$ cat src/pkg/delay_measure_pkg.sv
package delay_measure_pkg;

  // register byte offsets on the 32-bit bus
  localparam logic [7:0] TX_COARSE_OFFSET = 8'h4c;
  localparam logic [7:0] TX_FINE_OFFSET = 8'h50;
  localparam logic [7:0] RX_FINE_OFFSET = 8'h54;
  localparam logic [7:0] TX_HARD_OFFSET = 8'h84;
  localparam logic [7:0] RX_HARD_OFFSET = 8'h88;

  // widths of levels, period settings and sums
  localparam int unsigned LEVEL_W = 8;
  localparam int unsigned PERIOD_W = 8;
  localparam int unsigned ACC_W = 20;
  localparam int unsigned HARD_W = 15;
  localparam int unsigned CHANNELS = 6;

  // fine register layout: period, delay value, fresh flag
  localparam int unsigned PERIOD_LSB = 0;
  localparam int unsigned VALUE_LSB = 8;
  localparam int unsigned FRESH_BIT = 31;

  // hard fifo register layout: two counts, each with a fresh flag
  localparam int unsigned PCS_LSB = 0;
  localparam int unsigned PCS_FRESH_BIT = 15;
  localparam int unsigned CORE_LSB = 16;
  localparam int unsigned CORE_FRESH_BIT = 31;

  // sample count of one hard fifo window
  localparam logic [7:0] HARD_WINDOW = 8'h80;
  // period setting after reset; zero keeps the fine channels idle
  localparam logic [7:0] PERIOD_RESET = 8'h00;

  // channel slots of the measurement array
  localparam int unsigned CH_TX_FINE = 0;
  localparam int unsigned CH_RX_FINE = 1;
  localparam int unsigned CH_TX_PCS = 2;
  localparam int unsigned CH_TX_CORE = 3;
  localparam int unsigned CH_RX_PCS = 4;
  localparam int unsigned CH_RX_CORE = 5;

  // slots of the pin synchroniser
  localparam int unsigned PIN_FINE_CLK = 0;
  localparam int unsigned PIN_FINE_RST = 1;
  localparam int unsigned PIN_LAT_CLK = 2;
  localparam int unsigned PIN_LAT_RST = 3;

  // bus answers
  localparam logic [1:0] RESP_OKAY = 2'h0;
  localparam logic [1:0] RESP_SLVERR = 2'h2;

  // requests from the bus master
  typedef struct packed {
    logic [7:0] awaddr;
    logic awvalid;
    logic [31:0] wdata;
    logic [3:0] wstrb;
    logic wvalid;
    logic bready;
    logic [7:0] araddr;
    logic arvalid;
    logic rready;
  } axi_req_type;

  // answers to the bus master
  typedef struct packed {
    logic awready;
    logic wready;
    logic [1:0] bresp;
    logic bvalid;
    logic arready;
    logic [31:0] rdata;
    logic [1:0] rresp;
    logic rvalid;
  } axi_rsp_type;

  // one averaging window
  typedef struct packed {
    logic [ACC_W-1:0] acc;
    logic [PERIOD_W-1:0] samples;
    logic [ACC_W-1:0] result;
    logic done;
  } window_state_type;

  localparam window_state_type WINDOW_RESET = '0;

  // top-level state
  typedef struct packed {
    logic [3:0] pin_meta;
    logic [3:0] pin_sync;
    logic [1:0] clk_prev;
    logic [PERIOD_W-1:0] tx_period;
    logic [PERIOD_W-1:0] rx_period;
    logic [CHANNELS-1:0] fresh;
    logic bvalid;
    logic [1:0] bresp;
    logic rvalid;
    logic [1:0] rresp;
    logic [31:0] rdata;
  } main_state_type;

  localparam main_state_type MAIN_RESET = '{
    pin_meta: 4'h0, pin_sync: 4'h0, clk_prev: 2'h0,
    tx_period: PERIOD_RESET, rx_period: PERIOD_RESET,
    fresh: 6'h00, bvalid: 1'b0, bresp: RESP_OKAY,
    rvalid: 1'b0, rresp: RESP_OKAY, rdata: 32'h0000_0000};

endpackage : delay_measure_pkg

$ cat src/rtl/delay_window.sv
`timescale 1ns/1ps
// sums a level over a window of sample strobes and posts the sum
module delay_window (
  input wire logic aclk,
  input wire logic aresetn,
  input wire logic clear,
  input wire logic strobe,
  input wire logic [delay_measure_pkg::LEVEL_W-1:0] level,
  input wire logic [delay_measure_pkg::PERIOD_W-1:0] period,
  output logic [delay_measure_pkg::ACC_W-1:0] result,
  output logic done
);

  // registered state and its next value
  delay_measure_pkg::window_state_type state;
  delay_measure_pkg::window_state_type next_state;

  // window arithmetic
  always_comb begin
    logic [delay_measure_pkg::ACC_W-1:0] sum;
    logic [delay_measure_pkg::PERIOD_W:0] count;
    sum = state.acc + delay_measure_pkg::ACC_W'(level);
    count = {1'b0, state.samples} + 9'h001;
    next_state = state;
    next_state.done = 1'b0;
    if (clear || period == '0) begin
      next_state.acc = '0;
      next_state.samples = '0;
    end else if (strobe) begin
      // sum of levels, one per period
      if (count >= {1'b0, period}) begin
        next_state.result = sum;
        next_state.acc = '0;
        next_state.samples = '0;
        next_state.done = 1'b1;
      end else begin
        next_state.acc = sum;
        next_state.samples = count[delay_measure_pkg::PERIOD_W-1:0];
      end
    end
  end

  // state register, synchronous reset
  always_ff @(posedge aclk) begin
    if (!aresetn) begin
      state <= delay_measure_pkg::WINDOW_RESET;
    end else begin
      state <= next_state;
    end
  end

  assign result = state.result;
  assign done = state.done;
endmodule : delay_window

$ cat src/rtl/buffer_delay_measurement.sv
// Design decision made here: the AXI4-Lite register port.
`timescale 1ns/1ps
module buffer_delay_measurement (
  input wire logic aclk,
  input wire logic aresetn,
  input wire delay_measure_pkg::axi_req_type axi_req,
  output delay_measure_pkg::axi_rsp_type axi_rsp,
  input wire logic fine_measure_clock,
  input wire logic fine_measure_reset_n,
  input wire logic latency_sample_clock,
  input wire logic latency_sample_reset_n,
  input wire logic [delay_measure_pkg::LEVEL_W-1:0] tx_buffer_words,
  input wire logic [delay_measure_pkg::LEVEL_W-1:0] rx_buffer_words,
  input wire logic [delay_measure_pkg::LEVEL_W-1:0] tx_pcs_fifo_level,
  input wire logic [delay_measure_pkg::LEVEL_W-1:0] tx_core_fifo_level,
  input wire logic [delay_measure_pkg::LEVEL_W-1:0] rx_pcs_fifo_level,
  input wire logic [delay_measure_pkg::LEVEL_W-1:0] rx_core_fifo_level,
  output logic [delay_measure_pkg::ACC_W-1:0] tx_fine_delay_value,
  output logic [delay_measure_pkg::ACC_W-1:0] rx_fine_delay_value,
  output logic tx_fine_delay_fresh,
  output logic rx_fine_delay_fresh
);

  localparam int unsigned CH = delay_measure_pkg::CHANNELS;

  // registered state and its next value
  delay_measure_pkg::main_state_type state;
  delay_measure_pkg::main_state_type next_state;

  // per-channel wiring of the window array
  logic [delay_measure_pkg::LEVEL_W-1:0] ch_level [CH];
  logic [delay_measure_pkg::PERIOD_W-1:0] ch_period [CH];
  logic [delay_measure_pkg::ACC_W-1:0] ch_result [CH];
  logic [CH-1:0] ch_clear;
  logic [CH-1:0] ch_strobe;
  logic [CH-1:0] ch_done;

  // edges and resets seen through the synchroniser
  logic fine_edge;
  logic lat_edge;
  logic fine_clear;
  logic lat_clear;

  // bus handshakes taken this cycle
  logic aw_take;
  logic ar_take;

  // rising edges of the synchronised clocks; the clocks must stay
  // below half the core rate or edges are lost
  // measurement clock edges
  assign fine_edge = state.pin_sync[delay_measure_pkg::PIN_FINE_CLK]
    & ~state.clk_prev[0];
  assign lat_edge = state.pin_sync[delay_measure_pkg::PIN_LAT_CLK]
    & ~state.clk_prev[1];
  assign fine_clear = ~state.pin_sync[delay_measure_pkg::PIN_FINE_RST];
  assign lat_clear = ~state.pin_sync[delay_measure_pkg::PIN_LAT_RST];

  // write takes address and data together, one response at a time
  assign aw_take = aresetn & axi_req.awvalid & axi_req.wvalid
    & ~state.bvalid;
  assign ar_take = aresetn & axi_req.arvalid & ~state.rvalid;

  // channel inputs: fine pair, then hard fifo pairs
  assign ch_level[delay_measure_pkg::CH_TX_FINE] = tx_buffer_words;
  assign ch_level[delay_measure_pkg::CH_RX_FINE] = rx_buffer_words;
  assign ch_level[delay_measure_pkg::CH_TX_PCS] = tx_pcs_fifo_level;
  assign ch_level[delay_measure_pkg::CH_TX_CORE] = tx_core_fifo_level;
  assign ch_level[delay_measure_pkg::CH_RX_PCS] = rx_pcs_fifo_level;
  assign ch_level[delay_measure_pkg::CH_RX_CORE] = rx_core_fifo_level;
  assign ch_period[delay_measure_pkg::CH_TX_FINE] = state.tx_period;
  assign ch_period[delay_measure_pkg::CH_RX_FINE] = state.rx_period;
  assign ch_period[delay_measure_pkg::CH_TX_PCS] =
    delay_measure_pkg::HARD_WINDOW;
  assign ch_period[delay_measure_pkg::CH_TX_CORE] =
    delay_measure_pkg::HARD_WINDOW;
  assign ch_period[delay_measure_pkg::CH_RX_PCS] =
    delay_measure_pkg::HARD_WINDOW;
  assign ch_period[delay_measure_pkg::CH_RX_CORE] =
    delay_measure_pkg::HARD_WINDOW;

  generate
    for (genvar i = 0; i < CH; i++) begin : g_channel
      // fine channels on the measurement clock, the rest on latency
      if (i < 2) begin : g_fine
        assign ch_clear[i] = fine_clear;
        assign ch_strobe[i] = fine_edge;
      end else begin : g_hard
        assign ch_clear[i] = lat_clear;
        assign ch_strobe[i] = lat_edge;
      end
      delay_window u_window (
        .aclk(aclk),
        .aresetn(aresetn),
        .clear(ch_clear[i]),
        .strobe(ch_strobe[i]),
        .level(ch_level[i]),
        .period(ch_period[i]),
        .result(ch_result[i]),
        .done(ch_done[i])
      );
    end
  endgenerate

  // next state: synchroniser, register writes, reads, fresh flags
  always_comb begin
    logic [31:0] rd;
    logic [1:0] rresp;
    logic [CH-1:0] read_clear;
    rd = 32'h0000_0000;
    rresp = delay_measure_pkg::RESP_OKAY;
    read_clear = '0;
    next_state = state;
    // two flops per pin before any logic looks
    next_state.pin_meta = {latency_sample_reset_n, latency_sample_clock,
      fine_measure_reset_n, fine_measure_clock};
    next_state.pin_sync = state.pin_meta;
    next_state.clk_prev = {state.pin_sync[delay_measure_pkg::PIN_LAT_CLK],
      state.pin_sync[delay_measure_pkg::PIN_FINE_CLK]};

    // write channel
    if (aw_take) begin
      next_state.bvalid = 1'b1;
      next_state.bresp = delay_measure_pkg::RESP_OKAY;
      unique case (axi_req.awaddr)
        delay_measure_pkg::TX_FINE_OFFSET: begin
          if (axi_req.wstrb[0]) begin
            next_state.tx_period = axi_req.wdata[7:0];
          end
        end
        delay_measure_pkg::RX_FINE_OFFSET: begin
          if (axi_req.wstrb[0]) begin
            next_state.rx_period = axi_req.wdata[7:0];
          end
        end
        // read-only registers ignore the write
        delay_measure_pkg::TX_COARSE_OFFSET,
        delay_measure_pkg::TX_HARD_OFFSET,
        delay_measure_pkg::RX_HARD_OFFSET: begin
          next_state.bresp = delay_measure_pkg::RESP_OKAY;
        end
        // unmapped
        default: begin
          next_state.bresp = delay_measure_pkg::RESP_SLVERR;
        end
      endcase
    end else if (state.bvalid && axi_req.bready) begin
      next_state.bvalid = 1'b0;
    end

    // read mux
    unique case (axi_req.araddr)
      delay_measure_pkg::TX_COARSE_OFFSET: begin
        rd[delay_measure_pkg::LEVEL_W-1:0] = tx_buffer_words;
      end
      delay_measure_pkg::TX_FINE_OFFSET: begin
        rd[7:0] = state.tx_period;
        rd[27:8] = ch_result[delay_measure_pkg::CH_TX_FINE];
        rd[delay_measure_pkg::FRESH_BIT] =
          state.fresh[delay_measure_pkg::CH_TX_FINE];
        read_clear[delay_measure_pkg::CH_TX_FINE] = 1'b1;
      end
      delay_measure_pkg::RX_FINE_OFFSET: begin
        rd[7:0] = state.rx_period;
        rd[27:8] = ch_result[delay_measure_pkg::CH_RX_FINE];
        rd[delay_measure_pkg::FRESH_BIT] =
          state.fresh[delay_measure_pkg::CH_RX_FINE];
        read_clear[delay_measure_pkg::CH_RX_FINE] = 1'b1;
      end
      delay_measure_pkg::TX_HARD_OFFSET: begin
        rd[14:0] = ch_result[delay_measure_pkg::CH_TX_PCS][14:0];
        rd[delay_measure_pkg::PCS_FRESH_BIT] =
          state.fresh[delay_measure_pkg::CH_TX_PCS];
        rd[30:16] = ch_result[delay_measure_pkg::CH_TX_CORE][14:0];
        rd[delay_measure_pkg::CORE_FRESH_BIT] =
          state.fresh[delay_measure_pkg::CH_TX_CORE];
        read_clear[delay_measure_pkg::CH_TX_PCS] = 1'b1;
        read_clear[delay_measure_pkg::CH_TX_CORE] = 1'b1;
      end
      delay_measure_pkg::RX_HARD_OFFSET: begin
        rd[14:0] = ch_result[delay_measure_pkg::CH_RX_PCS][14:0];
        rd[delay_measure_pkg::PCS_FRESH_BIT] =
          state.fresh[delay_measure_pkg::CH_RX_PCS];
        rd[30:16] = ch_result[delay_measure_pkg::CH_RX_CORE][14:0];
        rd[delay_measure_pkg::CORE_FRESH_BIT] =
          state.fresh[delay_measure_pkg::CH_RX_CORE];
        read_clear[delay_measure_pkg::CH_RX_PCS] = 1'b1;
        read_clear[delay_measure_pkg::CH_RX_CORE] = 1'b1;
      end
      // unmapped reads zero with an error
      default: begin
        rresp = delay_measure_pkg::RESP_SLVERR;
      end
    endcase

    // read channel; data held until the master takes it
    if (ar_take) begin
      next_state.rvalid = 1'b1;
      next_state.rdata = rd;
      next_state.rresp = rresp;
    end else if (state.rvalid && axi_req.rready) begin
      next_state.rvalid = 1'b0;
      read_clear = '0;
    end else begin
      read_clear = '0;
    end

    next_state.fresh = state.fresh & ~read_clear
      & ~{{4{lat_clear}}, {2{fine_clear}}};
    // new value sets, set beats clear
    next_state.fresh = next_state.fresh | ch_done;
  end

  // state register, synchronous reset
  always_ff @(posedge aclk) begin
    if (!aresetn) begin
      state <= delay_measure_pkg::MAIN_RESET;
    end else begin
      state <= next_state;
    end
  end

  // bus answers from state, but awready and wready follow the write take and arready also needs aresetn
  always_comb begin
    axi_rsp.awready = aw_take;
    axi_rsp.wready = aw_take;
    axi_rsp.bvalid = state.bvalid;
    axi_rsp.bresp = state.bresp;
    axi_rsp.arready = aresetn & ~state.rvalid;
    axi_rsp.rvalid = state.rvalid;
    axi_rsp.rdata = state.rdata;
    axi_rsp.rresp = state.rresp;
  end

  // side outputs of the fine measurement
  assign tx_fine_delay_value = ch_result[delay_measure_pkg::CH_TX_FINE];
  assign rx_fine_delay_value = ch_result[delay_measure_pkg::CH_RX_FINE];
  assign tx_fine_delay_fresh = state.fresh[delay_measure_pkg::CH_TX_FINE];
  assign rx_fine_delay_fresh = state.fresh[delay_measure_pkg::CH_RX_FINE];
endmodule : buffer_delay_measurement

$ cat config.mk
export PLATFORM = sky130hd
export DESIGN_NAME = buffer_delay_measurement
export DESIGN_NICKNAME = d
export VERILOG_FILES = /design/src/pkg/delay_measure_pkg.sv /design/src/rtl/delay_window.sv /design/src/rtl/buffer_delay_measurement.sv
export SDC_FILE = /design/constraint.sdc
export NUM_CORES = 1
export LEC_CHECK = 0
export ABC_AREA = 1
export BUFFER_PORTS_ARGS = -buffer_cell sky130_fd_sc_hd__buf_4
export CAP_MARGIN = 0
export CELL_PAD_IN_SITES_DETAIL_PLACEMENT = 1
export CELL_PAD_IN_SITES_GLOBAL_PLACEMENT = 1
export CORE_UTILIZATION = 42
export CTS_CLUSTER_SIZE = 40
export DETAILED_ROUTE_END_ITERATION = 10
export GPL_TIMING_DRIVEN = 1
export PLACE_DENSITY = 0.77
export SYNTH_ARGS = -nofsm -noshare
export SYNTH_HDL_FRONTEND = slang
export SYNTH_HIERARCHICAL = 1
export SYNTH_SLANG_ARGS = --single-unit
$ cat constraint.sdc
create_clock -name aclk -period 3.17 [get_ports aclk]
set_clock_uncertainty 0.2 [all_clocks]
set_input_delay 0.317 -clock aclk [delete_from_list [all_inputs] [get_ports aclk]]
set_output_delay 0.317 -clock aclk [all_outputs]
set_load 0.05 [all_outputs]
==> results of run 1 <==
[metrics by stage]
stage | utilization [%] | power, mW
final | 47.8 | 9.37
after global routing | 47.8 | 9.69
after CTS | 47.8 | 9.46
after detailed placement | 44.5 | 4.77
after global placement | 44.5 | 4.76
after floorplan | - | 4.53
[power by group]
group | internal, mW | switching [mW]
Clock | 2.77 | 1.87
Combinational | 0.219 | 0.434
Sequential | 4.06 | 0.0101
Total | 7.05 | 2.32
[critical path: cells and delay by family]
family | cells | cell delay (ns)
compound gates | 1 | 0.18
simple gates | 3 | 0.23
buf+inv | 5 | 2.42
[how the worst max path moves through the flow]
stage,slack [ns],depth (start not counted),end
4_1_cts,0.17,13,g_channel[2].u_window/result[1]$_SDFFE_PN0P_
5_1_grt,0.007,17,g_channel[2].u_window/result[7]$_SDFFE_PN0P_
3_5_place_dp,0.19,13,g_channel[2].u_window/result[10]$_SDFFE_PN0P_
2_1_floorplan,0.73,16,g_channel[1].u_window/result[0]$_SDFFE_PN0P_
3_3_place_gp,0.34,15,g_channel[2].u_window/result[4]$_SDFFE_PN0P_
6_report,0.27,9,axi_rsp[38]$_SDFFE_PN0N_
[sequential cells by signal, summed over array words and instances (netlist names)]
| register | count |
|---|---|
| g_channel.u_window/result | 100 |
| g_channel.u_window/done | 6 |
| g_channel.u_window/state | 148 |
| axi_rsp | 36 |
| rx_fine_delay_fresh | 1 |
| ch_period | 16 |
| tx_fine_delay_fresh | 1 |
| next_state | 6 |
| state | 8 |
[cell usage in the layout (no fill, tap or decap), types with 5 or more instances in the layout]
| cell type | count |
|---|---|
| a21boi_0 | 6 |
| a21oi_1 | 177 |
| a21oi_2 | 5 |
| a31oi_1 | 5 |
| buf_4 | 207 |
| clkbuf_16 | 41 |
| clkbuf_8 | 7 |
| clkinv_1 | 6 |
| clkinv_2 | 14 |
| conb_1 | 42 |
| dfxtp_1 | 322 |
| dlygate4sd3_1 | 28 |
| fa_1 | 6 |
| ha_1 | 101 |
| inv_1 | 355 |
| nand2_1 | 836 |
| nand2_2 | 7 |
| nand2_4 | 9 |
| nand3_1 | 304 |
| nand3_2 | 7 |
| nand3b_1 | 31 |
| nand4_1 | 148 |
| nor2_1 | 420 |
| nor2_4 | 10 |
| nor3_1 | 16 |
| o21ai_0 | 42 |
| o21ai_1 | 54 |
| o21bai_1 | 5 |
| or2_2 | 11 |
| xnor2_1 | 7 |
| xor2_1 | 47 |
[metal layers]
layer | GRT usage [%] | up-vias | wire, um | part of all wire, %
met5 | 0 | - | 0 | 0
li1 | - | 10316 | - | -
met3 | 4.24 | 114 | 2900 | 4.1
met1 | 31.9 | 10019 | 29900 | 43
met4 | 9.41 | 0 | 2280 | 3.3
met2 | 50.0 | 378 | 35000 | 50
[cell type report]
type / count / area share [%]
Clock inverter: 20 / 0.787
Timing Repair Buffer: 236 / 7.86
Sequential cell: 322 / 27.4
Tap cell: 664 / 3.53
Antenna cell: 2 / 0.0213
Inverter: 370 / 6.02
Multi-Input combinational cell: 2316 / 49.5
Clock buffer: 52 / 4.84
[what timing repair did]
action / in CTS / in global routing
hold endpoints to repair: 33 / 0
resized for setup: 0 / 12
hold buffers: 28 / 0
endpoints found under the setup margin: 0 / 75
==> out/results.tsv, run 1 <==
stage	metric	value	unit
placed_design	dp_hpwl	53800	um
floorplan	ioPinCount	194	
worst_setup_path	max_stage_delay	0.59	ns
layout	stdcell_area	23500	um^2
sta	slew_viol_final	0	
worst_hold_path	holdPathEnd	g_channel[2].u_window/result[0]$_SDFFE_PN0P_	
layout	multi_input_area	11600	um^2
worst_setup_path	r2r-start	g_channel[3].u_window/state[22]$_SDFFE_PP0P_	
power_and_ir_drop	irDropWorstVdd	307	uV
worst_setup_path	rr_endpoint	g_channel[3].u_window/state[43]$_SDFFE_PP0P_	
worst_setup_path	r2r_slack	0.28	ns
worst_setup_path	path_cells	dlygate4sd3_1 > buf_4 > nor2_1 > dlygate4sd3_1 > nand3_1 > dlygate4sd3_1 > o21ai_0 > dlygate4sd3_1 > nand2_1	
worst_setup_path	critPathKind	primary input to flip-flop	
worst_hold_path	hp-class	primary input to flip-flop	
floorplan	die_w	226	um
global_routing	grt_pass1_wl	111000	um
sta	worst_slew_pin_slew	1.09	ns
routing	drt_iter0_drc	1041	
global_routing	grt_pass1_vias	21368	
routing	ant_nets	0	
worst_setup_path	critical_path.slowest_cell	dlygate4sd3_1	
cts	cts.sinks	322	
routing	vias	20827	
worst_setup_path	crit_arrival	3.15	ns
cts	cts_max_path_buffers	3	
synth	synth-warning-count	6	
worst_setup_path	cp_max_fo	2	
routing	avgRoutedWirePerCell	17.6	um
placed_design	place_inst	3880	
job	cap_violations	0	
synth	syn_inst	3243	
global_routing	overflow	0	
global_routing	grt_antenna_before_repair	2	
sta	hold_violations	0	
worst_setup_path	startpoint_type	primary input	
routing	finalWirelength	70000	um
floorplan	design.die.area	50900	um^2
sta	min_period	2.90	ns
worst_setup_path	cp.required	3.42	ns
power_and_ir_drop	power_density	398	nW/um^2
layout	finalNonFillerCells	3982	
worst_setup_path	r2r_cells	15	
cts	htreeDepth	2	
floorplan	initial_core_util	42.8	%
worst_hold_path	hold_start	tx_pcs_fifo_level[0]	
layout	nets	3505	
worst_setup_path	crit_start	axi_req[53]	
sta	timing.final.crit_share	91.5	%
global_routing	grt_max_degree	62	
placed_design	place_area	21900	um^2
placed_design	port_buffers	164	
layout	regArea	6450	um^2
sta	worst_hold_slack	0.0242	ns
routing	avgViaCountPerCell	5.23	
sta	fmax	0.345	GHz
synth	syn_area_per_cell	6.48	um^2
outcome	outcome	complete, no violations	
sta	rsz0062_at_grt	false	
synth	syn_area	21000	um^2
floorplan	die_y	226	um
cts	clk_latency	0.56	ns
cts	clockRootBuffer	clkbuf_16	
floorplan	num_rows	81	
routing	firstDrtPassIters	7	
routing	drc_errors	0	
sta	setup_tns	0	ns
placed_design	gp_congestion	0.929	
floorplan	core-area	49200	um^2
layout	num-fill-cells	6559	
cts	clk_pin_slew	0.05	ns
sta	relSlewSlack	27.4	%
cts	post_cts_buffers	0	
cts	cts_tree	built	
placed_design	post-place-ws	0.195	ns
worst_setup_path	crit_path_frequent_cell	dlygate4sd3_1	
worst_setup_path	end_kind	flip-flop	
sta	fin_ws	0.268	ns
cts	cts_made_buffers	40	
power_and_ir_drop	p_leak	11.0	nW
layout	area_delta_synth_final	11.9	%
worst_hold_path	holdPathStages	4	
global_routing	grt.total_usage	27.3	%
layout	layout-drive-gt1-share	10.5	%
sta	setup_viol	0	
Note: power is estimated with default switching activity, not from simulation.
==> run 2: changes to the inputs <==
--- a/config.mk
+++ b/config.mk
@@ -10,11 +10,11 @@
 export CAP_MARGIN = 0
 export CELL_PAD_IN_SITES_DETAIL_PLACEMENT = 1
 export CELL_PAD_IN_SITES_GLOBAL_PLACEMENT = 1
-export CORE_UTILIZATION = 42
+export CORE_UTILIZATION = 40
 export CTS_CLUSTER_SIZE = 40
 export DETAILED_ROUTE_END_ITERATION = 10
 export GPL_TIMING_DRIVEN = 1
-export PLACE_DENSITY = 0.77
+export PLACE_DENSITY = 0.74
 export SYNTH_ARGS = -nofsm -noshare
 export SYNTH_HDL_FRONTEND = slang
 export SYNTH_HIERARCHICAL = 1
==> out/results.tsv, run 2 (synthesized netlist as in run 1, its figures left out) <==
stage	metric	value	unit	change
outcome	outcome	complete, no violations		unchanged
layout	top_register	g_channel.u_window/state		unchanged
sta	fmax	0.345	GHz	about the same
worst_setup_path	path_cells	ha_1 > nand3_2 > nor3b_2 > xor2_1 > ha_1 > nand2_1 > inv_1 > nand2_1 > nand2_1 > nand2_1 > nand2_2 > nand2_4 > clkinv_2 > nor2_1 > nor2_1		was dlygate4sd3_1 > buf_4 > nor2_1 > dlygate4sd3_1 > nand3_1 > dlygate4sd3_1 > o21ai_0 > dlygate4sd3_1 > nand2_1
layout	area_delta_synth_final	12.1	%	was 11.9%
routing	vias	20892		was 20827
routing	drt_iter0_drc	1119		was 1041
worst_setup_path	cp.required	3.43	ns	was 3.42 ns
worst_setup_path	cp_max_fo	17		was 2
job	cap_violations	0		unchanged
cts	clk_latency	0.57	ns	was 0.56 ns
sta	slew_viol_final	0		unchanged
worst_hold_path	holdPathStages	5		was 4
sta	relSlewSlack	29.5	%	was 27.4%
worst_setup_path	crit_arrival	3.16	ns	was 3.15 ns
cts	clk_pin_slew	0.06	ns	was 0.05 ns
placed_design	dp_hpwl	54300	um	was 53800 um
floorplan	core-area	51600	um^2	was 49200 um^2
global_routing	grt_pass1_vias	21267		was 21368
worst_hold_path	hp-class	primary input to flip-flop		unchanged
power_and_ir_drop	irDropWorstVdd	348	uV	was 307 uV
layout	final_cell_mix	nand2_1, nor2_1, inv_1		unchanged
worst_setup_path	critical_path_buf_inv_count	2		was 5
routing	avgRoutedWirePerCell	17.6	um	about the same
worst_setup_path	crit_path_frequent_cell	nand2_1		was dlygate4sd3_1
routing	ant_nets	0		unchanged
layout	nets	3510		was 3505
power_and_ir_drop	p_leak	11.0	nW	about the same
sta	setup_tns	0	ns	unchanged
sta	timing.final.crit_share	91.5	%	about the same
cts	htreeDepth	2		unchanged
routing	finalWirelength	70500	um	was 70000 um
global_routing	grt_antenna_before_repair	0		was 2
routing	avgViaCountPerCell	5.22		was 5.23
routing	drc_errors	0		unchanged
floorplan	design.die.area	53500	um^2	was 50900 um^2
worst_setup_path	worst-path-stages	15		was 9
routing	firstDrtPassIters	5		was 7
power_and_ir_drop	power_density	399	nW/um^2	was 398 nW/um^2
power_and_ir_drop	p_total	9.40	mW	was 9.37 mW
floorplan	ioPinCount	194		unchanged
cts	cts_max_path_buffers	3		unchanged
layout	largest_reg_flops	148		unchanged
global_routing	overflow	0		unchanged
sta	worst_slew_pin_slew	1.06	ns	was 1.09 ns
worst_setup_path	max_stage_delay	0.36	ns	was 0.59 ns
layout	diodes	0		was 2
worst_setup_path	end_kind	flip-flop		unchanged
sta	setup_viol	0		unchanged
worst_setup_path	startpoint_type	flip-flop		was primary input
cts	cts.sinks	322		unchanged
floorplan	die_y	231	um	was 226 um
worst_setup_path	critPathKind	flip-flop to flip-flop		was primary input to flip-flop
global_routing	grt_pass1_wl	112000	um	was 111000 um
sta	min_period	2.90	ns	about the same
floorplan	die_w	231	um	was 226 um
worst_setup_path	critical_path.slowest_cell	dfxtp_1		was dlygate4sd3_1
global_routing	grt.total_usage	26.1	%	was 27.3%
floorplan	num_rows	83		was 81
layout	layout-drive-gt1-share	10.4	%	was 10.5%
sta	hold_violations	0		unchanged
cts	clockRootBuffer	clkbuf_16		unchanged
global_routing	grt_max_degree	73		was 62
worst_setup_path	crit_family	simple AND/OR/NAND/NOR gates		was buffers and inverters
placed_design	gp_congestion	0.916		was 0.929
layout	mostFrequentLayoutCell	nand2_1		unchanged
placed_design	port_buffers	164		unchanged
sta	rsz0062_at_grt	false		unchanged
cts	cts_tree	built		unchanged
cts	cts_made_buffers	40		unchanged
worst_setup_path	r2r_cells	15		unchanged
floorplan	initial_core_util	40.7	%	was 42.8%
## run 2: timing repair
item / in CTS / in global routing
setup buffers: 0 / 0
endpoints found under the hold margin: 34 / 0
setup endpoints to repair: 0 / 30
hold buffers: 31 / 0
gates resized for setup: 0 / 6
## run 2: worst register-to-register path: cells and delay by family, from the launching register on
| family | cells | cell delay (ns) |
|---|---|---|
| AND/OR/NAND/NOR | 10 | 1.19 |
| adder cells (fa/ha/maj) | 2 | 0.52 |
| flip-flops | 1 | 0.36 |
| XOR/XNOR | 1 | 0.27 |
| buffers and inverters | 2 | 0.26 |
## run 2: where the power goes
| part | switching, mW | leakage (nW) | internal, mW | total [mW] |
|---|---|---|---|---|
| logic | 0.432 | 7.75 | 0.222 | 0.654 |
| clock network | 1.92 | 0.655 | 2.76 | 4.68 |
| registers | 0.00973 | 2.60 | 4.06 | 4.07 |
## run 2: path summary, 6_finish.rpt
kind | from | end | slack, ns
worst max-delay path | g_channel[1].u_window/state[21]$_SDFFE_PP0P_ | g_channel[1].u_window/result[16]$_SDFFE_PN0P_ | 0.27
worst min-delay path | tx_buffer_words[3] | axi_rsp[6]$_SDFFE_PN0N_ | 0.05
worst max register to register | g_channel[1].u_window/state[21]$_SDFFE_PP0P_ | g_channel[1].u_window/result[16]$_SDFFE_PN0P_ | 0.27
worst min register to register | next_state[62]$_SDFF_PN0_ | next_state[60]$_SDFF_PN0_ | 0.22
## run 2: stage by stage
step	utilization, %	setup slack (ns)	cell area, um^2	instances	hold slack, ns
floorplan	-	0.729	21200	3283	0.190
global placement	42.5	0.343	21900	3898	0.196
detailed placement	42.5	0.210	21900	3898	0.208
CTS	45.6	0.152	23500	4001	0.0155
global route	45.6	0.00647	23600	4001	0.0367
finish	45.6	0.269	23600	4001	0.0467
## run 2: metal layers
layer | vias to the layer above | routed length (um) | track usage, %
met5 | - | 0 | 0
met3 | 118 | 2760 | 2.81
met4 | 0 | 2500 | 9.87
met1 | 10047 | 30300 | 32.0
li1 | 10322 | - | -
met2 | 405 | 34900 | 46.6
## run 2: area by class of cell
| type | instances | area [um^2] |
|---|---|---|
| clock buffers | 53 | 1130 |
| multi-input cells | 2316 | 11600 |
| fillers | 6806 | 28100 |
| flip-flops and latches | 322 | 6450 |
| well taps | 680 | 851 |
| repair buffers | 241 | 1900 |
| inverters | 370 | 1410 |
| clock inverters | 19 | 186 |
